--- src/core/atb_pkg.sv ---
// Constants and carrier types of the task-file PIO bridge
package atb_pkg;

    ////////////////////////////////////////////////////////////////////////
    // Task-file slot offsets in the host register map
    localparam logic [7:0] ATB_OFS_DATA     = 8'h40;   // 16-bit data word
    localparam logic [7:0] ATB_OFS_COMMAND  = 8'h44;   // Command, write only
    localparam logic [7:0] ATB_OFS_ERRFEAT  = 8'h48;   // Error / feature
    localparam logic [7:0] ATB_OFS_SECCNT   = 8'h49;   // Sector count
    localparam logic [7:0] ATB_OFS_SECNUM   = 8'h4A;   // Sector number
    localparam logic [7:0] ATB_OFS_CYLLO    = 8'h4B;   // Cylinder low
    localparam logic [7:0] ATB_OFS_CYLHI    = 8'h4C;   // Cylinder high
    localparam logic [7:0] ATB_OFS_DRVHEAD  = 8'h4D;   // Drive / head
    localparam logic [7:0] ATB_OFS_ALTSTAT  = 8'h4E;   // Alt status / control
    localparam logic [7:0] ATB_OFS_DRVADDR  = 8'h4F;   // Drive address

    ////////////////////////////////////////////////////////////////////////
    // Slot indices into the holding memory
    localparam logic [3:0] ATB_IDX_DATA     = 4'h0;
    localparam logic [3:0] ATB_IDX_FIRST_TF = 4'h1;    // First slot read back
    localparam logic [3:0] ATB_IDX_LAST_TF  = 4'h6;    // Last slot read back
    localparam logic [3:0] ATB_IDX_COMMAND  = 4'h7;
    localparam logic [3:0] ATB_IDX_ALTSTAT  = 4'h8;
    localparam logic [3:0] ATB_IDX_DRVADDR  = 4'h9;
    localparam int         ATB_SLOTS        = 10;

    ////////////////////////////////////////////////////////////////////////
    // Values and reset values
    localparam logic [7:0]  ATB_READ_ONES   = 8'hFF;   // Command slot read value
    localparam logic [7:0]  ATB_BYTE_RESET  = 8'h00;
    localparam logic [15:0] ATB_WORD_RESET  = 16'h0000;

    ////////////////////////////////////////////////////////////////////////
    // PIO cycle timing
    localparam int ATB_CLK_NS     = 20;
    localparam int ATB_SETUP_NS   = 40;
    localparam int ATB_STROBE_NS  = 100;
    localparam int ATB_HOLD_NS    = 20;
    localparam logic [3:0] ATB_SETUP_CYC  =
        4'((ATB_SETUP_NS + ATB_CLK_NS - 1) / ATB_CLK_NS);
    localparam logic [3:0] ATB_STROBE_CYC =
        4'((ATB_STROBE_NS + ATB_CLK_NS - 1) / ATB_CLK_NS);
    localparam logic [3:0] ATB_HOLD_CYC   =
        4'((ATB_HOLD_NS + ATB_CLK_NS - 1) / ATB_CLK_NS);

    ////////////////////////////////////////////////////////////////////////
    // Peripheral register select: chip selects and device address
    typedef struct packed {
        logic       cs1n;   // Control-block select, low active
        logic       cs0n;   // Command-block select, low active
        logic [2:0] da;     // Device address
    } atb_sel_type;

    localparam atb_sel_type ATB_SEL_IDLE = '{cs1n: 1'b1, cs0n: 1'b1, da: 3'h0};

    // Result of decoding a host offset
    typedef struct packed {
        logic        hit;   // Offset is a task-file slot
        logic [3:0]  idx;   // Slot index
        atb_sel_type sel;   // Peripheral select for the slot
    } atb_slot_type;

    // PIO engine states, Gray along the path
    typedef enum logic [1:0] {
        ATB_ST_IDLE   = 2'b00,
        ATB_ST_SETUP  = 2'b01,
        ATB_ST_STROBE = 2'b11,
        ATB_ST_HOLD   = 2'b10
    } atb_state_type;

endpackage

--- src/core/atb_slot_mem.sv ---
// Holding memory for the task-file slot values
`timescale 1ns/1ps
module atb_slot_mem
    import atb_pkg::*;
(
    // Clock and clear
    input  wire logic       mclk_i,
    input  wire logic       clr_i,
    // Write port
    input  wire logic       we_i,
    input  wire logic [3:0] waddr_i,
    input  wire logic [7:0] wdata_i,
    // Read port
    input  wire logic [3:0] raddr_i,
    output logic      [7:0] rdata_o
);

    // One byte per slot
    logic [7:0] mem [ATB_SLOTS];

    ////////////////////////////////////////////////////////////////////////
    // Each entry clears or takes a write
    genvar g;
    generate
        for (g = 0; g < ATB_SLOTS; g++) begin : g_slot
            always_ff @(posedge mclk_i) begin
                if (clr_i) begin
                    mem[g] <= ATB_BYTE_RESET;
                end else if (we_i && (waddr_i == 4'(g))) begin
                    mem[g] <= wdata_i;
                end
            end
        end
    endgenerate

    // Registered read data
    always_ff @(posedge mclk_i) begin
        if (clr_i) begin
            rdata_o <= ATB_BYTE_RESET;
        end else begin
            rdata_o <= (raddr_i < 4'(ATB_SLOTS)) ? mem[raddr_i] : ATB_BYTE_RESET;
        end
    end

endmodule

--- src/core/atb_bridge.sv ---
// Task-file PIO bridge between the host register port and the IDE side
//
// Notes on behaviour
// - Slots 40h, 44h and 48h-4Fh each run a peripheral PIO access
// - Bridge drives both selects and device address
// - Data 40h: cs1 high, cs0 low, 000
// - Error/feature 48h: cs1 high, cs0 low, 001
// - Sector count 49h: cs1 high, cs0 low, 010
// - Sector number 4Ah: cs1 high, cs0 low, 011
// - Cylinder low 4Bh: cs1 high, cs0 low, 100
// - Cylinder high 4Ch: cs1 high, cs0 low, 101
// - Drive/head 4Dh: cs1 high, cs0 low, 110
// - Command 44h: cs1 high, cs0 low, 111
// - Command slot write only, reads FFh
// - Alt status 4Eh: cs1 low, cs0 high, 110
// - Drive address 4Fh: cs1 low, cs0 high, 111
// - 8-bit host: PIO only after second data access
// - Byte pair order: low byte first, high second
// - Other slots: one access, one PIO cycle
// - Flag unread data word held for host
// - Flag task-file read sequence completed
`timescale 1ns/1ps
module atb_bridge
    import atb_pkg::*;
(
    // Clock and resets
    input  wire logic        mclk_i,
    input  wire logic        rstn_i,
    input  wire logic        bus_reset_i,
    // Host register port
    input  wire logic        host_req_i,
    input  wire logic        host_wr_i,
    input  wire logic [7:0]  host_addr_i,
    input  wire logic [15:0] host_wdata_i,
    input  wire logic        host_bus16_i,
    output logic             host_ack_o,
    output logic             host_busy_o,
    output logic      [15:0] host_rdata_o,
    // Status and task-file read control
    input  wire logic        tf_read_start_i,
    input  wire logic        unread_clr_i,
    input  wire logic        tf_done_clr_i,
    input  wire logic [3:0]  hold_idx_i,
    output logic      [7:0]  hold_data_o,
    output logic             data_fifo_unread_flag_o,
    output logic             taskfile_read_done_flag_o,
    // IDE interface
    output logic             control_block_select_n_o,
    output logic             command_block_select_n_o,
    output logic             device_addr_bit2_o,
    output logic             device_addr_bit1_shared_o,
    output logic             device_addr_bit0_shared_o,
    output logic             ide_rd_n_o,
    output logic             ide_wr_n_o,
    output logic      [15:0] ide_data_o,
    output logic             ide_data_oe_o,
    input  wire logic [15:0] ide_data_i
);

    ////////////////////////////////////////////////////////////////////////
    // Offset decode, used for host accesses and the read-back walk
    function automatic atb_slot_type slot_decode(input logic [7:0] ofs);
        atb_slot_type s;
        s = '{hit: 1'b1, idx: ATB_IDX_DATA, sel: '{1'b1, 1'b0, 3'h0}};
        unique case (ofs)
            ATB_OFS_DATA:    s.idx = ATB_IDX_DATA;
            ATB_OFS_ERRFEAT: begin s.idx = 4'h1; s.sel.da = 3'h1; end
            ATB_OFS_SECCNT:  begin s.idx = 4'h2; s.sel.da = 3'h2; end
            ATB_OFS_SECNUM:  begin s.idx = 4'h3; s.sel.da = 3'h3; end
            ATB_OFS_CYLLO:   begin s.idx = 4'h4; s.sel.da = 3'h4; end
            ATB_OFS_CYLHI:   begin s.idx = 4'h5; s.sel.da = 3'h5; end
            ATB_OFS_DRVHEAD: begin s.idx = 4'h6; s.sel.da = 3'h6; end
            ATB_OFS_COMMAND: begin
                s.idx = ATB_IDX_COMMAND;
                s.sel.da = 3'h7;
            end
            ATB_OFS_ALTSTAT: begin
                s.idx = ATB_IDX_ALTSTAT;
                s.sel = '{1'b0, 1'b1, 3'h6};
            end
            ATB_OFS_DRVADDR: begin
                s.idx = ATB_IDX_DRVADDR;
                s.sel = '{1'b0, 1'b1, 3'h7};
            end
            default:         s.hit = 1'b0;                               // Unmapped
        endcase
        return s;
    endfunction

    ////////////////////////////////////////////////////////////////////////
    // State
    logic          clr;             // Either reset
    atb_state_type st;              // PIO engine state
    logic [3:0]    cnt;             // Phase cycle counter
    logic          pio_wr;          // Current PIO is a write
    logic          pio_word;        // Current PIO is the data word
    logic          pio_host;        // Current PIO answers the host
    logic [3:0]    pio_idx;         // Slot of the current PIO
    logic          pair_hi;         // Next 8-bit data access is high byte
    logic [7:0]    lsb_q;           // Low byte of a written pair
    logic [15:0]   word_q;          // Last word read from the data slot
    logic          tfr_active;      // Read-back walk running
    logic [3:0]    tfr_idx;         // Slot being read back

    assign clr = !rstn_i || bus_reset_i;

    ////////////////////////////////////////////////////////////////////////
    // Request classification
    atb_slot_type  hdec;            // Host offset decode
    atb_slot_type  tdec;            // Read-back slot decode
    logic          acc;             // Host request taken
    logic          acc_data;        // Taken on the data slot
    logic          acc_cmd_rd;      // Read of the command slot
    logic          acc_first;       // First byte of an 8-bit pair
    logic          acc_pio;         // Taken request starts a PIO
    logic          tfr_start;       // Read-back walk starts
    logic          tfr_pio;         // Read-back walk issues next PIO
    logic          pio_start;       // Engine leaves idle
    logic          pio_done;        // Last hold cycle
    logic          quick_ack;       // Answer without a PIO
    logic [7:0]    tfr_ofs;         // Offset of the read-back slot
    logic [15:0]   rd_word;         // Sampled peripheral data

    assign hdec       = slot_decode(host_addr_i);
    assign acc        = host_req_i && (st == ATB_ST_IDLE) && !tfr_active && !host_ack_o;
    assign acc_data   = acc && hdec.hit && (hdec.idx == ATB_IDX_DATA);
    assign acc_cmd_rd = acc && hdec.hit && !host_wr_i && (hdec.idx == ATB_IDX_COMMAND);
    assign acc_first  = acc_data && !host_bus16_i && !pair_hi;
    assign acc_pio    = acc && hdec.hit && !acc_cmd_rd && !acc_first;
    assign quick_ack  = acc && !acc_pio;
    assign tfr_start  = tf_read_start_i && !tfr_active && (st == ATB_ST_IDLE) && !acc;
    assign tfr_pio    = tfr_active && (st == ATB_ST_IDLE);
    assign pio_start  = acc_pio || tfr_pio;
    assign pio_done   = (st == ATB_ST_HOLD) && (cnt == ATB_HOLD_CYC - 4'h1);
    assign tfr_ofs    = ATB_OFS_ERRFEAT + {4'h0, tfr_idx} - 8'h01;
    assign tdec       = slot_decode(tfr_ofs);
    assign rd_word    = pio_word ? samp_q : {8'h00, samp_q[7:0]};

    ////////////////////////////////////////////////////////////////////////
    // PIO engine: setup, strobe, hold, each a fixed count
    logic          phase_end;       // Current phase finishes
    atb_state_type next_st;
    assign phase_end = ((st == ATB_ST_SETUP) && (cnt == ATB_SETUP_CYC - 4'h1))
                    || ((st == ATB_ST_STROBE) && (cnt == ATB_STROBE_CYC - 4'h1))
                    || pio_done;

    always_comb begin
        next_st = st;
        unique case (st)
            ATB_ST_IDLE:   if (pio_start) next_st = ATB_ST_SETUP;
            ATB_ST_SETUP:  if (phase_end) next_st = ATB_ST_STROBE;
            ATB_ST_STROBE: if (phase_end) next_st = ATB_ST_HOLD;
            ATB_ST_HOLD:   if (phase_end) next_st = ATB_ST_IDLE;
        endcase
    end

    // State and phase counter
    always_ff @(posedge mclk_i) begin
        if (clr) begin
            st  <= ATB_ST_IDLE;
            cnt <= 4'h0;
        end else begin
            st  <= next_st;
            cnt <= (phase_end || st == ATB_ST_IDLE) ? 4'h0 : cnt + 4'h1;
        end
    end

    ////////////////////////////////////////////////////////////////////////
    // Latch the PIO target and drive the selects for its whole length
    atb_sel_type sel_q;             // Current peripheral select
    always_ff @(posedge mclk_i) begin
        if (clr) begin
            sel_q    <= ATB_SEL_IDLE;
            pio_wr   <= 1'b0;
            pio_word <= 1'b0;
            pio_host <= 1'b0;
            pio_idx  <= ATB_IDX_DATA;
        end else if (pio_start) begin
            sel_q    <= acc_pio ? hdec.sel : tdec.sel;
            pio_wr   <= acc_pio && host_wr_i;
            pio_word <= acc_pio && (hdec.idx == ATB_IDX_DATA);
            pio_host <= acc_pio;
            pio_idx  <= acc_pio ? hdec.idx : tfr_idx;
        end else if (pio_done) begin
            sel_q    <= ATB_SEL_IDLE;
        end
    end

    assign control_block_select_n_o  = sel_q.cs1n;
    assign command_block_select_n_o  = sel_q.cs0n;
    assign device_addr_bit2_o        = sel_q.da[2];
    assign device_addr_bit1_shared_o = sel_q.da[1];
    assign device_addr_bit0_shared_o = sel_q.da[0];

    // Strobes, low active, only in the strobe phase
    always_ff @(posedge mclk_i) begin
        if (clr) begin
            ide_rd_n_o <= 1'b1;
            ide_wr_n_o <= 1'b1;
        end else begin
            ide_rd_n_o <= !(next_st == ATB_ST_STROBE && !pio_wr);
            ide_wr_n_o <= !(next_st == ATB_ST_STROBE && pio_wr);
        end
    end

    // Write data; a pair sends the held low byte under the new high byte
    always_ff @(posedge mclk_i) begin
        if (clr) begin
            ide_data_o    <= ATB_WORD_RESET;
            ide_data_oe_o <= 1'b0;
        end else begin
            if (acc_pio && host_wr_i) begin
                if (acc_data && !host_bus16_i) begin
                    ide_data_o <= {host_wdata_i[7:0], lsb_q};
                end else if (acc_data) begin
                    ide_data_o <= host_wdata_i;
                end else begin
                    ide_data_o <= {8'h00, host_wdata_i[7:0]};
                end
            end
            ide_data_oe_o <= (next_st != ATB_ST_IDLE) && (pio_start ? host_wr_i && acc_pio
                                                                     : pio_wr);
        end
    end

    ////////////////////////////////////////////////////////////////////////
    // Byte pairing for an 8-bit host on the data slot
    always_ff @(posedge mclk_i) begin
        if (clr) begin
            pair_hi <= 1'b0;
            lsb_q   <= ATB_BYTE_RESET;
        end else if (acc_data && !host_bus16_i) begin
            pair_hi <= !pair_hi;
            if (acc_first && host_wr_i) begin
                lsb_q <= host_wdata_i[7:0];
            end
        end
    end

    // Word last read from the data register
    always_ff @(posedge mclk_i) begin
        if (clr) begin
            word_q <= ATB_WORD_RESET;
        end else if (pio_done && !pio_wr && pio_word) begin
            word_q <= rd_word;
        end
    end

    // Sample the peripheral at the end of the strobe
    logic [15:0] samp_q;            // Peripheral data captured
    always_ff @(posedge mclk_i) begin
        if (clr) begin
            samp_q <= ATB_WORD_RESET;
        end else if (st == ATB_ST_STROBE && phase_end && !pio_wr) begin
            samp_q <= ide_data_i;
        end
    end

    ////////////////////////////////////////////////////////////////////////
    // Host answer: one cycle pulse with read data
    always_ff @(posedge mclk_i) begin
        if (clr) begin
            host_ack_o   <= 1'b0;
            host_rdata_o <= ATB_WORD_RESET;
        end else begin
            host_ack_o <= quick_ack || (pio_done && pio_host);
            if (acc_cmd_rd) begin
                host_rdata_o <= {8'h00, ATB_READ_ONES};
            end else if (acc_first) begin
                host_rdata_o <= {8'h00, word_q[7:0]};
            end else if (acc_data && !host_bus16_i) begin
                host_rdata_o <= {8'h00, word_q[15:8]};
            end else if (quick_ack) begin
                host_rdata_o <= ATB_WORD_RESET;
            end else if (pio_done && pio_host && !pio_wr && pio_word && host_bus16_i) begin
                host_rdata_o <= samp_q;
            end else if (pio_done && pio_host && !pio_wr && !pio_word) begin
                host_rdata_o <= {8'h00, samp_q[7:0]};
            end
        end
    end

    // Busy while a PIO or the read-back walk runs
    always_ff @(posedge mclk_i) begin
        if (clr) begin
            host_busy_o <= 1'b0;
        end else begin
            host_busy_o <= (next_st != ATB_ST_IDLE) || tfr_start
                        || (tfr_active && !(pio_done && tfr_idx == ATB_IDX_LAST_TF));
        end
    end

    ////////////////////////////////////////////////////////////////////////
    // Read-back walk over slots one to six
    logic tfr_last;                 // Final read-back cycle done
    assign tfr_last = tfr_active && pio_done && !pio_host && (tfr_idx == ATB_IDX_LAST_TF);
    always_ff @(posedge mclk_i) begin
        if (clr) begin
            tfr_active <= 1'b0;
            tfr_idx    <= ATB_IDX_FIRST_TF;
        end else if (tfr_start) begin
            tfr_active <= 1'b1;
            tfr_idx    <= ATB_IDX_FIRST_TF;
        end else if (tfr_last) begin
            tfr_active <= 1'b0;
        end else if (tfr_active && pio_done) begin
            tfr_idx    <= tfr_idx + 4'h1;
        end
    end

    ////////////////////////////////////////////////////////////////////////
    // Status flags; a set in the clearing cycle wins
    logic unread_set;               // 8-bit refill of the data word done
    logic next_unread;
    logic next_tf_done;
    assign unread_set   = pio_done && !pio_wr && pio_word && !host_bus16_i;
    assign next_unread  = unread_set
                       || (data_fifo_unread_flag_o && !unread_clr_i && !acc_first);
    assign next_tf_done = tfr_last || (taskfile_read_done_flag_o && !tf_done_clr_i);

    always_ff @(posedge mclk_i) begin
        if (clr) begin
            data_fifo_unread_flag_o   <= 1'b0;
            taskfile_read_done_flag_o <= 1'b0;
        end else begin
            data_fifo_unread_flag_o   <= next_unread;
            taskfile_read_done_flag_o <= next_tf_done;
        end
    end

    ////////////////////////////////////////////////////////////////////////
    // Holding memory: host writes and peripheral reads of the byte slots land here, not the data word
    logic       mem_we;
    logic [3:0] mem_waddr;
    logic [7:0] mem_wdata;
    assign mem_we    = (acc && host_wr_i && hdec.hit && !acc_data)
                    || (pio_done && !pio_wr && !pio_word);
    assign mem_waddr = acc ? hdec.idx : pio_idx;
    assign mem_wdata = acc ? host_wdata_i[7:0] : samp_q[7:0];

    atb_slot_mem u_mem (
        .mclk_i  (mclk_i),
        .clr_i   (clr),
        .we_i    (mem_we),
        .waddr_i (mem_waddr),
        .wdata_i (mem_wdata),
        .raddr_i (hold_idx_i),
        .rdata_o (hold_data_o)
    );
endmodule

--- config.mk ---
export PLATFORM = sky130hd
export DESIGN_NAME = atb_bridge
export DESIGN_NICKNAME = d
export VERILOG_FILES = /design/src/core/atb_pkg.sv /design/src/core/atb_slot_mem.sv /design/src/core/atb_bridge.sv
export SDC_FILE = /design/constraint.sdc
export NUM_CORES = 1
export LEC_CHECK = 0
export ABC_AREA = 1
export BUFFER_PORTS_ARGS = -buffer_cell sky130_fd_sc_hd__buf_2
export CAP_MARGIN = 20
export CORE_UTILIZATION = 50
export CTS_CLUSTER_DIAMETER = 150
export DETAILED_ROUTE_END_ITERATION = 6
export MAX_ROUTING_LAYER = met4
export PLACE_DENSITY = 0.73
export SETUP_SLACK_MARGIN = 0.05
export SYNTH_ARGS = -nofsm -noshare
export SYNTH_HDL_FRONTEND = slang
export SYNTH_SLANG_ARGS = --single-unit
--- constraint.sdc ---
create_clock -name mclk_i -period 2.5 [get_ports mclk_i]
set_input_delay 0.25 -clock mclk_i [delete_from_list [all_inputs] [get_ports mclk_i]]
set_output_delay 0.25 -clock mclk_i [all_outputs]
set_load 0.01 [all_outputs]
==> impl_results.md, run 1 <==
* Critical-path cell list: inv_2, nand2_2, nor4_4, buf_4, or2_2, o21ai_1, inv_1, or2_4, nor3_2, or2_4
* Max Cap Viol at 0
* Share of the yosys chip area belonging to registers at 0.508
* CTS tree: built
* Unrepaired setup endpoints after global routing: yes
* Highest Clock Rate at about 0.44 GHz
* Maximum number of pins on one net before global-route repair at 85
* CTS root buf: sky130_fd_sc_hd__clkbuf_16
* Longest individual stage delay on the worst path at around 0.41 ns
* Fraction of power spent switching nets at 0.255
* First-pass GRT wire length at roughly 37000 microns
* Mapped Avg Cell Area at 8.16 sq um
* Biggest fanout along the worst timing path at 8
* Initial DRC count at between 500 and 600
* Number of sinks handled by clock tree synthesis at approximately 190
* Depth of the worst register-to-register path at 10
* Number of antenna-violating nets in the routed design at 0
* Routed Wire Length at ~23000 microns
* Global placement routability congestion at 0.904
* Gate power share at 0.086
* Reg2Reg Capture Point: u_mem.mem[6][0]$_SDFFCE_PN0P_
* Fin Setup TNS at 0 ns
* Share of cells above drive strength 1 at 0.202
* Clock latency at the later pin of the worst-skew pair at between 0.4 and 0.5 ns
* Count of H-tree levels built during CTS at 4
* Vias per inst at 5.38
* Static Leakage at approximately 0.0045 uW
* Pre-CTS setup slack at 0.0499 ns
* Headroom to the max-slew limit at 0.663
* Initial antenna violation count at 1
* Kind of capture point of the worst setup path: register
* Total number of nets in the final design at between 1000 and 1500
* Sequential group share of total power at 0.507
* Starting utilization of the core area at 0.519
* Main flop type after synthesis: sky130_fd_sc_hd__dfxtp_1
* CP delay by family, top: simple AND/OR/NAND/NOR gates
* Post-synthesis instance total at approximately 1100
* Number of enable-type register cells in the synthesized netlist at 80
* Number of placement rows at 48
* Worst hold path type: in2reg
* Total global-route track usage at 0.266
* CTS clock-pin slew for the worst setup and hold paths at 0.07 ns
* Critical Path Slowest Stage Cell: sky130_fd_sc_hd__dfxtp_1
* Internal power summed over all cells at between 4000 and 5000 uW
* Die Y at 137 microns
* Critical path depth in cells at 10
* Post-synthesis instance area at between 9000 and 10000 sq um
* Residual overflow from global routing at 0
* Core Footprint at between 15000 and 20000 sq um
* Post-route clock period utilization at 0.914
* Synthesis-to-layout area growth at 16.1%
* Maximum clock path buffer count at 2
* Measured slew at the worst slew-check pin at 0.506 ns
* Arrival time at the worst endpoint at between 2 and 2.5 ns
* Count of port buffers added during placement at 104
* I/O Pins at about 110
* Final-report max-slew violation count at 0
* Synth warn at 0
* NetSw at between 1500 and 2000 uW
* Register-to-register setup slack at between 0.2 and 0.25 ns
* Final hold violation count at 0
* Syn Nets at 1177
* Final setup fails at 0
* Post-layout worst setup margin at 0.216 ns
* WL per Instance at 15.6 microns
* Largest vdd supply drop at roughly 0.49 mV
* DIE AREA at between 15000 and 20000 sq um
* Non-filler cells, final at 1465
* Number of library cell types mapped by synthesis at 46
* # placed instances at 1431
* Drt drc at 0
* Vias post-DR at a little under 8000
* Worst path required time at 2.64 ns
* Result of the run: completed
* Number of buffer and inverter stages on the critical path at 3
* Largest clock skew in the final design at roughly 0.009 ns
* TritonRoute pass-1 iters at 5
* Minimum clock period after layout at 2.28 ns
* Hpwl dp at around 16000 microns
* Cell occurring most often along the worst timing path: sky130_fd_sc_hd__or2_4
* Inserted Clock Buffers at 17
* Worst Hold Path Cells at 3
* Sort of element at the start of the critical path: register
* Post-layout util at 0.603
* Smallest hold slack at around 0.06 ns
* Part of the power in the clock network at 0.407
* WS Path Type: reg2reg
* Min-Delay Endpoint: samp_q[15]$_SDFFE_PP0P_
* Chip Width at 137 microns
* Proportion of synthesized flip-flops having asynchronous set or reset at 0
* HP Start: ide_data_i[15]
* Reg-to-reg startpoint: st[0]$_SDFF_PP0_
* Number of global-route vias before repair at around 7200
* PD cells at around 620 nW/um^2
* Synthesized flop and latch total at approximately 190
* Filler cells at ~1600
==> cell type report <==
class / instances / area [sq um] / area share
timing repair buffer: 137 / 781 / 0.0739
antenna: 1 / 2.50 / 0.000237
inverter: 113 / 425 / 0.0403
tap: 225 / 282 / 0.0266
clock buffer: 17 / 425 / 0.0403
sequential: 191 / 4620 / 0.438
clock inverter: 15 / 153 / 0.0144
multi-input combinational: 766 / 3870 / 0.367
==> tightest hold or removal path, stage by stage <==
cell                      delay, ns
sky130_fd_sc_hd__buf_2         0.07
sky130_fd_sc_hd__o21ai_0       0.07
sky130_fd_sc_hd__nor2_1        0.07
==> power by group through the flow <==
stage          logic, uW  clock network, uW  registers (uW)
4_1_cts              557               2720            3340
2_1_floorplan        338                  0            3400
5_1_grt              624               2840            3340
3_3_place_gp         548                  0            3410
6_report             563               2680            3340
3_5_place_dp         553                  0            3410
==> routing by layer <==
layer | routed length [microns] | GRT usage | part of all wire
met4 | 512 | 0.0867 | 0.022
met2 | 10900 | 0.414 | 0.48
met5 | 0 | - | 0
met3 | 1380 | 0.0467 | 0.061
met1 | 10000 | 0.351 | 0.44
==> layout by cell type, fill, tap and decap left out, types with 7 or more instances in the layout <==
master,n
sky130_fd_sc_hd__clkbuf_16,17
sky130_fd_sc_hd__buf_4,32
sky130_fd_sc_hd__o21ai_1,10
sky130_fd_sc_hd__nand2_1,148
sky130_fd_sc_hd__or2_4,7
sky130_fd_sc_hd__nor3_1,12
sky130_fd_sc_hd__buf_2,104
sky130_fd_sc_hd__a21oi_1,54
sky130_fd_sc_hd__dfxtp_1,111
sky130_fd_sc_hd__o22ai_1,8
sky130_fd_sc_hd__edfxtp_1,80
sky130_fd_sc_hd__nand2_2,13
sky130_fd_sc_hd__o221ai_1,8
sky130_fd_sc_hd__o211ai_1,13
sky130_fd_sc_hd__nand4_1,14
sky130_fd_sc_hd__o21ai_0,112
sky130_fd_sc_hd__a22oi_1,8
sky130_fd_sc_hd__ha_1,9
sky130_fd_sc_hd__nor3_2,7
sky130_fd_sc_hd__nand3_1,42
sky130_fd_sc_hd__nor2_1,252
sky130_fd_sc_hd__inv_2,16
sky130_fd_sc_hd__inv_1,94
==> stage by stage <==
| step | instance area [sq um] | power (uW) |
|---|---|---|
| 2_1_floorplan | 9100 | 3740 |
| 3_3_place_gp | 9960 | 3950 |
| 3_5_place_dp | 9960 | 3960 |
| 4_1_cts | 10500 | 6620 |
| 5_1_grt | 10600 | 6810 |
| 6_report | 10600 | 6580 |
==> cells by family after synthesis <==
kind of cell / count (synthesis) / synth area share
AOI/OAI and AO/OA: 220 / 0.135
xor gates and xnor gates: 5 / 0.00481
adders and majority gates: 9 / 0.0124
buffers and inverters: 158 / 0.0686
DFF: 191 / 0.508
muxes: 3 / 0.00330
and+or+nand+nor: 529 / 0.267
==> sequential cells by signal (all words and copies together) (netlist names), 2 cells and up <==
register,cells
tfr_idx,4
word_q,16
cnt,4
u_mem.rdata_o,8
pio_idx,4
host_rdata_o,16
lsb_q,8
samp_q,16
u_mem.mem,80
ide_data_o,16
st,2
==> what timing repair did <==
item,4_1_cts,5_1_grt
resized for setup,2,5
setup buffers,0,1
hold buffers,0,0
endpoints found under the setup margin,16,75
pin swaps,0,1
==> worst max-delay path by stage <==
stage / endpoint / start / slack (ns)
finish: u_mem.mem[6][0]$_SDFFCE_PN0P_ / st[0]$_SDFF_PP0_ / 0.22
global route: u_mem.mem[2][0]$_SDFFCE_PN0P_ / st[1]$_SDFF_PP0_ / 0.05
CTS: u_mem.mem[9][6]$_SDFFCE_PN0P_ / st[1]$_SDFF_PP0_ / 0.07
detailed placement: u_mem.mem[9][1]$_SDFFCE_PN0P_ / host_addr_i[7] / 0.05
global placement: u_mem.mem[9][4]$_SDFFCE_PN0P_ / host_addr_i[7] / 0.12
floorplan: u_mem.mem[1][0]$_SDFFCE_PN0P_ / cnt[0]$_SDFF_PP0_ / 0.02
==> cell usage after synthesis (2+ instances only) <==
cell,number,share of area
sky130_fd_sc_hd__a21oi_1,54,0.030
sky130_fd_sc_hd__a21oi_2,3,0.0029
sky130_fd_sc_hd__a22oi_1,8,0.0066
sky130_fd_sc_hd__and3_1,2,0.0014
sky130_fd_sc_hd__buf_1,2,0.00083
sky130_fd_sc_hd__buf_2,6,0.0033
sky130_fd_sc_hd__buf_4,2,0.0016
sky130_fd_sc_hd__buf_6,2,0.0025
sky130_fd_sc_hd__clkbuf_1,33,0.014
sky130_fd_sc_hd__clkinv_1,2,0.00083
sky130_fd_sc_hd__dfxtp_1,111,0.24
sky130_fd_sc_hd__edfxtp_1,80,0.26
sky130_fd_sc_hd__ha_1,9,0.012
sky130_fd_sc_hd__inv_1,94,0.039
sky130_fd_sc_hd__inv_2,16,0.0066
sky130_fd_sc_hd__mux2i_1,3,0.0033
sky130_fd_sc_hd__nand2_1,149,0.061
sky130_fd_sc_hd__nand2_2,12,0.0083
sky130_fd_sc_hd__nand2_4,3,0.0037
sky130_fd_sc_hd__nand3_1,42,0.023
sky130_fd_sc_hd__nand3_2,3,0.0033
sky130_fd_sc_hd__nand3_4,2,0.0039
sky130_fd_sc_hd__nand4_1,14,0.0096
sky130_fd_sc_hd__nand4_4,4,0.0094
sky130_fd_sc_hd__nor2_1,253,0.10
sky130_fd_sc_hd__nor2_2,5,0.0034
sky130_fd_sc_hd__nor2_4,4,0.0050
sky130_fd_sc_hd__nor3_1,12,0.0066
sky130_fd_sc_hd__nor3_2,7,0.0077
sky130_fd_sc_hd__nor3_4,2,0.0036
sky130_fd_sc_hd__o211ai_1,13,0.011
sky130_fd_sc_hd__o21ai_0,112,0.062
sky130_fd_sc_hd__o21ai_1,10,0.0055
sky130_fd_sc_hd__o21ai_4,2,0.0036
sky130_fd_sc_hd__o221ai_1,8,0.0077
sky130_fd_sc_hd__o22ai_1,8,0.0055
sky130_fd_sc_hd__or2_1,6,0.0041
sky130_fd_sc_hd__or2_2,6,0.0041
sky130_fd_sc_hd__xnor2_1,2,0.0019
sky130_fd_sc_hd__xor2_1,3,0.0029
(Power assumes the default switching activity.)
==> run 2, diff against run 1 <==
--- a/config.mk
+++ b/config.mk
@@ -6,13 +6,13 @@
 export NUM_CORES = 1
 export LEC_CHECK = 0
 export ABC_AREA = 1
-export BUFFER_PORTS_ARGS = -buffer_cell sky130_fd_sc_hd__buf_2
+export BUFFER_PORTS_ARGS = -buffer_cell sky130_fd_sc_hd__buf_4
 export CAP_MARGIN = 20
 export CORE_UTILIZATION = 50
 export CTS_CLUSTER_DIAMETER = 150
 export DETAILED_ROUTE_END_ITERATION = 6
 export MAX_ROUTING_LAYER = met4
-export PLACE_DENSITY = 0.73
+export PLACE_DENSITY_LB_ADDON = 0.15
 export SETUP_SLACK_MARGIN = 0.05
 export SYNTH_ARGS = -nofsm -noshare
 export SYNTH_HDL_FRONTEND = slang
==> run 2 against run 1 <==
Effect of this change: cell count is 0.41% higher; utilization is 1.7 points higher; clock skew is 0.0030 ns higher; highest routed layer unchanged; final area up 2.8%; setup slack worse by 0.0076 ns; power up 0.30%; critical path depth is the same.
==> impl_results.md, run 2 (synthesized netlist as in run 1, its figures left out) <==
* Total number of nets in the final design at ~1300
* Inserted Clock Buffers at 17
* Longest individual stage delay on the worst path at ~0.4 ns
* Critical-path cell list: inv_2, nand2_2, nor4_4, buf_4, or2_2, o21ai_1, inv_1, or2_4, nor3_2, or2_4
* Top reg by flops: u_mem.mem
* Chip Width at ~140 microns
* Biggest fanout along the worst timing path at 8
* TritonRoute pass-1 iters at 5
* Largest vdd supply drop at between 0.5 and 0.6 mV
* Residual overflow from global routing at 0
* Minimum clock period after layout at approximately 2.3 ns
* Unrepaired setup endpoints after global routing: no
* Leading cell type in the layout, fill and taps excluded: sky130_fd_sc_hd__nor2_1
* Die Y at about 140 microns
* Measured slew at the worst slew-check pin at a little over 0.8 ns
* Worst hold path type: in2reg
* Initial antenna violation count at 0
* Critical Path Slowest Stage Cell: sky130_fd_sc_hd__dfxtp_1
* Number of sinks handled by clock tree synthesis at 191
* Max Cap Viol at 0
* Routed Wire Length at between 20000 and 25000 microns
* Headroom to the max-slew limit at 0.459
* Non-filler cells, final at 1471
* CTS tree: built
* Vias post-DR at 7787
* WL per Instance at 15.6 microns
* Fin Setup TNS at 0 ns
* Share of cells above drive strength 1 at 0.205
* Hold buffers post-CTS at 0
* Maximum number of pins on one net before global-route repair at 85
* Maximum clock path buffer count at 2
* Core Footprint at approximately 18000 sq um
* Final setup fails at 0
* Number of global-route vias before repair at 7307
* Kind of capture point of the worst setup path: register
* # placed instances at about 1400
* Area of combinational cells with multiple inputs at 3870 sq um
* Post-route clock period utilization at 0.917
* CTS clock-pin slew for the worst setup and hold paths at roughly 0.080 ns
* Leading cell types in the layout, fill and taps excluded: 252 x sky130_fd_sc_hd__nor2_1, 148 x sky130_fd_sc_hd__nand2_1, 143 x sky130_fd_sc_hd__buf_4
* Depth of the worst register-to-register path at 10
* Number of antenna-violating nets in the routed design at 0
* Seq. cell area at approximately 4600 sq um
* Antenna diode instance count at 0
* Starting utilization of the core area at 0.519
* Count of port buffers added during placement at around 100
* Highest Clock Rate at between 0.4 and 0.5 GHz
* Filler cells at between 1500 and 2000
* Total global-route track usage at 0.266
* Hpwl dp at 16300 microns
* Global placement routability congestion at roughly 0.86
* First-pass GRT wire length at roughly 37000 microns
* Static Leakage at ~0.0046 uW
* Drt drc at 0
* Worst path required time at ~2.7 ns
* I/O Pins at 105
* Clock latency at the later pin of the worst-skew pair at around 0.44 ns
* Synthesis-to-layout area growth at 19.4%
* Count of H-tree levels built during CTS at 4
* Number of flip-flops under the largest register name at 80
* Final-report max-slew violation count at 0
* Worst Hold Path Cells at 3
* Final hold violation count at 0
* DIE AREA at around 19000 sq um
* CTS root buf: sky130_fd_sc_hd__clkbuf_16
* PD cells at about 610 nW/um^2
* Sort of element at the start of the critical path: register
* Result of the run: completed
* Initial DRC count at 533
* Vias per inst at about 5.3
* Arrival time at the worst endpoint at roughly 2.4 ns
* Cell occurring most often along the worst timing path: sky130_fd_sc_hd__or2_4
* WS Path Type: reg2reg
* Largest clock skew in the final design at 0.0119 ns
* Number of placement rows at between 40 and 50
[run 2: path summary, 6_finish.rpt]
path              slack (ns)              start                       endpoint
setup / recovery        0.21   st[0]$_SDFF_PP0_  u_mem.mem[6][0]$_SDFFCE_PN0P_
hold / removal          0.06     ide_data_i[12]        samp_q[12]$_SDFFE_PP0P_
setup reg to reg        0.21   st[0]$_SDFF_PP0_  u_mem.mem[6][0]$_SDFFCE_PN0P_
hold reg to reg         0.45  pio_wr$_SDFF_PP0_          ide_wr_n_o$_SDFF_PP1_
[run 2: power by group]
| part | internal [uW] | switching, uW | total (uW) |
|---|---|---|---|
| logic | 220 | 385 | 604 |
| registers | 3310 | 26.9 | 3330 |
| clock network | 1370 | 1290 | 2660 |
[run 2: timing repair]
action                                 4_1_cts  5_1_grt
buffers inserted                             0        1
setup endpoints to repair                    0       63
endpoints found under the hold margin        0        0
resized for setup                            0        7
[run 2: through the flow]
stage               instance area, sq um  hold WS (ns)   util  setup slack, ns  total power [uW]
floorplan                           9100         0.385      -           0.0228              3740
global placement                   10300         0.440  0.586           0.0992              3990
detailed placement                 10300         0.439  0.586           0.0430              4000
CTS                                10800        0.0502  0.618           0.0732              6610
global route                       10900        0.0688  0.620           0.0552              6820
finish                             10900        0.0561  0.620            0.208              6600
[run 2: worst max-delay path: cells and delay by family, from the launching register on]
family | cells | cell delay [ns]
simple gates | 6 | 1.16
flops | 1 | 0.40
buf+inv | 3 | 0.31
compound gates | 1 | 0.13
[run 2: final cells by class]
cell class | count | area share
Timing Repair Buffer | 144 | 0.101
Multi-Input combinational cell | 766 | 0.356
Sequential cell | 191 | 0.426
Inverter | 113 | 0.0391
Clock buffer | 18 | 0.0415
Clock inverter | 14 | 0.0108
Tap cell | 225 | 0.0259
[run 2: per-layer routing]
metal | routed length (microns) | vias to the layer above | GRT usage | share of wire
met1 | 10400 | 3607 | 0.348 | 0.45
met3 | 1010 | 31 | 0.0411 | 0.044
met4 | 420 | 0 | 0.0824 | 0.018
li1 | - | 3933 | - | -
met5 | 0 | - | - | 0
met2 | 11100 | 216 | 0.426 | 0.48
==> run 3, diff against run 2 <==
--- a/config.mk
+++ b/config.mk
@@ -16,4 +16,5 @@
 export SETUP_SLACK_MARGIN = 0.05
 export SYNTH_ARGS = -nofsm -noshare
 export SYNTH_HDL_FRONTEND = slang
+export SYNTH_HIERARCHICAL = 1
 export SYNTH_SLANG_ARGS = --single-unit
==> constraint.sdc (replaced) <==
create_clock -name mclk_i -period 2.6 [get_ports mclk_i]
set_input_delay 0.26 -clock mclk_i [delete_from_list [all_inputs] [get_ports mclk_i]]
set_output_delay 0.26 -clock mclk_i [all_outputs]
set_load 0.01 [all_outputs]
==> run 3 against run 2 <==
Effect of this change: die area fell by 0.14%; combinational power fell by 15%; routed wire length fell by 0.34%; largest power group unchanged.
==> impl_results.md, run 3 <==
* Longest individual stage delay on the worst path at between 0.3 and 0.4 ns
* Max Cap Viol at 0
* Core Footprint at roughly 18000 sq um
* Minimum clock period after layout at about 2.3 ns
* Share of cells above drive strength 1 at 0.146
* Depth of the worst register-to-register path at 10
* Number of placement rows at 48
* Min-Delay Endpoint: samp_q[8]$_SDFFE_PP0P_
* Count of port buffers added during placement at ~100
* Worst path required time at roughly 2.9 ns
* Number of antenna-violating nets in the routed design at 0
* Top cell type's share of synthesized area at 0.264
* Final-report max-slew violation count at 0
* I/O Pins at between 100 and 150
* Largest vdd supply drop at a little under 0.5 mV
* CTS clock-pin slew for the worst setup and hold paths at about 0.08 ns
* Mapped Avg Cell Area at 7.66 sq um
* Reg2Reg Capture Point: u_mem/mem[6][5]$_SDFFCE_PN0P_
* Synth warn at 6
* HP Start: ide_data_i[8]
* Cell occurring most often along the worst timing path: sky130_fd_sc_hd__nor2_1
* Maximum number of pins on one net before global-route repair at 60
* Maximum clock path buffer count at 2
* Syn Nets at 1249
* Smallest hold slack at 0.0716 ns
* Worst hold path type: in2reg
* Most frequent cell after synthesis: sky130_fd_sc_hd__nor2_1
* Global placement routability congestion at roughly 0.84
* Final setup fails at 0
* Highest Clock Rate at about 0.43 GHz
* Largest clock skew in the final design at between 0.009 and 0.01 ns
* Top reg by flops: u_mem/mem
* Post-route clock period utilization at 0.899
* Number of enable-type register cells in the synthesized netlist at 80
* Reg-to-reg startpoint: st[1]$_SDFF_PP0_
* Placed inst area at roughly 10000 sq um
* Initial antenna violation count at 0
* Drt drc at 0
* Filler cells at about 1600
* Area of combinational cells with multiple inputs at ~3700 sq um
* Fin Setup TNS at 0 ns
* Number of global-route vias before repair at roughly 7400
* DIE AREA at between 15000 and 20000 sq um
* Count of H-tree levels built during CTS at 4
* Antenna diode instance count at 0
* Die Y at about 140 microns
* CTS tree: built
* Proportion of synthesized flip-flops having asynchronous set or reset at 0
* CTS root buf: sky130_fd_sc_hd__clkbuf_16
* Arrival time at the worst endpoint at ~2.6 ns
* Static Leakage at about 0.0046 uW
* Top cells by area in the synthesized netlist: sky130_fd_sc_hd__edfxtp_1 26%, sky130_fd_sc_hd__dfxtp_1 24%, sky130_fd_sc_hd__nor2_1 10%
* Result of the run: completed
* WL per Instance at roughly 15 microns
* Chip Width at 137 microns
* Headroom to the max-slew limit at 0.552
* Share of the yosys chip area belonging to registers at 0.509
* Number of flip-flops under the largest register name at 80
* Hpwl dp at 16100 microns
* Vias per inst at about 5.2
* Clock latency at the later pin of the worst-skew pair at ~0.43 ns
* PD cells at just under 600 nW/um^2
* Initial DRC count at 565
* Total number of nets in the final design at around 1400
* Vias post-DR at 7965
* Leading cell type in the layout, fill and taps excluded: sky130_fd_sc_hd__nor2_1
* Post-synthesis instance area at roughly 9000 sq um
* Register-to-register setup slack at roughly 0.26 ns
* Critical-path cell list: nor2_1, nand3_2, inv_2, nand2_1, o21a_1, nor2_1, nand2_1, inv_1, nand4_1, nor2_1
* Synthesized flop and latch total at roughly 190
* WS Path Type: reg2reg
* Post-route cell area at around 11000 sq um
* Residual overflow from global routing at 0
* Final hold violation count at 0
* Inserted Clock Buffers at 17
* Main flop type after synthesis: sky130_fd_sc_hd__dfxtp_1
* Total global-route track usage at 0.265
* Seq. cell area at around 4600 sq um
* First-pass GRT wire length at about 37000 microns
* Critical Path Slowest Stage Cell: sky130_fd_sc_hd__nand4_1
* Unrepaired setup endpoints after global routing: no
* Number of library cell types mapped by synthesis at 36
* TritonRoute pass-1 iters at 5
* Ranking of synthesized cells by instance count: 250 x sky130_fd_sc_hd__nor2_1, 240 x sky130_fd_sc_hd__nand2_1, 129 x sky130_fd_sc_hd__inv_1
* Hold buffers post-CTS at 0
* Post-synthesis instance total at 1186
* Biggest fanout along the worst timing path at 8
* Biggest area consumer among synthesized cells: sky130_fd_sc_hd__edfxtp_1
* Leading cell types in the layout, fill and taps excluded: 247 x sky130_fd_sc_hd__nor2_1, 239 x sky130_fd_sc_hd__nand2_1, 129 x sky130_fd_sc_hd__inv_1, 129 x sky130_fd_sc_hd__buf_4, 111 x sky130_fd_sc_hd__dfxtp_1
* Number of sinks handled by clock tree synthesis at between 150 and 200
* Sort of element at the start of the critical path: register
* Measured slew at the worst slew-check pin at ~0.67 ns
* Kind of capture point of the worst setup path: register
* Worst Hold Path Cells at 3
* Routed Wire Length at about 23000 microns
* Synthesis-to-layout area growth at 18.0%
* Starting utilization of the core area at 0.518
run 3: logic make-up after synthesis:
kind of cell    share of synthesized area
simple gates                        0.279
buf+inv                            0.0881
flops                               0.509
compound gates                      0.106
fa+ha+maj                          0.0138
xor+xnor                          0.00386
run 3: area by class of cell:
class,instances,area share
multi-input cells,802,0.344
repair buffers,130,0.0922
clock inverters,14,0.0127
clock buffers,18,0.0410
inverters,148,0.0518
flip-flops and latches,191,0.432
well taps,225,0.0263
run 3: critical path: cells and delay by family (launching register included):
kind	cells	cell delay (ns)
compound gates	1	0.14
buf+inv	2	0.38
flops	1	0.34
simple gates	7	1.31
run 3: how the worst max path moves through the flow:
stage | to | cells after the start | from
3_3_place_gp | u_mem/mem[1][2]$_SDFFCE_PN0P_ | 13 | host_addr_i[7]
4_1_cts | u_mem/mem[1][0]$_SDFFCE_PN0P_ | 8 | st[1]$_SDFF_PP0_
3_5_place_dp | u_mem/mem[1][3]$_SDFFCE_PN0P_ | 13 | host_addr_i[7]
2_1_floorplan | u_mem/mem[1][0]$_SDFFCE_PN0P_ | 8 | st[1]$_SDFF_PP0_
5_1_grt | u_mem/mem[6][5]$_SDFFCE_PN0P_ | 10 | st[1]$_SDFF_PP0_
6_report | u_mem/mem[6][5]$_SDFFCE_PN0P_ | 10 | st[1]$_SDFF_PP0_
run 3: through the flow:
step | total power [uW] | setup WS (ns) | instances | utilization
final | 6260 | 0.262 | 1528 | 0.611
after global routing | 6500 | 0.0715 | 1528 | 0.611
after CTS | 6290 | 0.133 | 1527 | 0.609
after detailed placement | 3770 | 0.105 | 1495 | 0.576
after global placement | 3770 | 0.172 | 1495 | 0.576
after floorplan | 3570 | 0.0168 | 1186 | -
run 3: power breakdown:
part	internal (uW)	switching (uW)	leakage (uW)
clock network	1300	1240	0.000283
registers	3180	24.2	0.00179
logic	172	339	0.00248
run 3: layer usage:
metal	share of wire	up-vias	global-route usage
met5	0	-	-
met4	0.021	0	0.0769
met3	0.064	34	0.0515
met2	0.48	270	0.428
met1	0.44	3630	0.336
li1	-	4031	-
run 3: what timing repair did:
item,in CTS,in global routing
buffers inserted,0,1
endpoints found under the setup margin,0,141
gates resized for setup,0,7
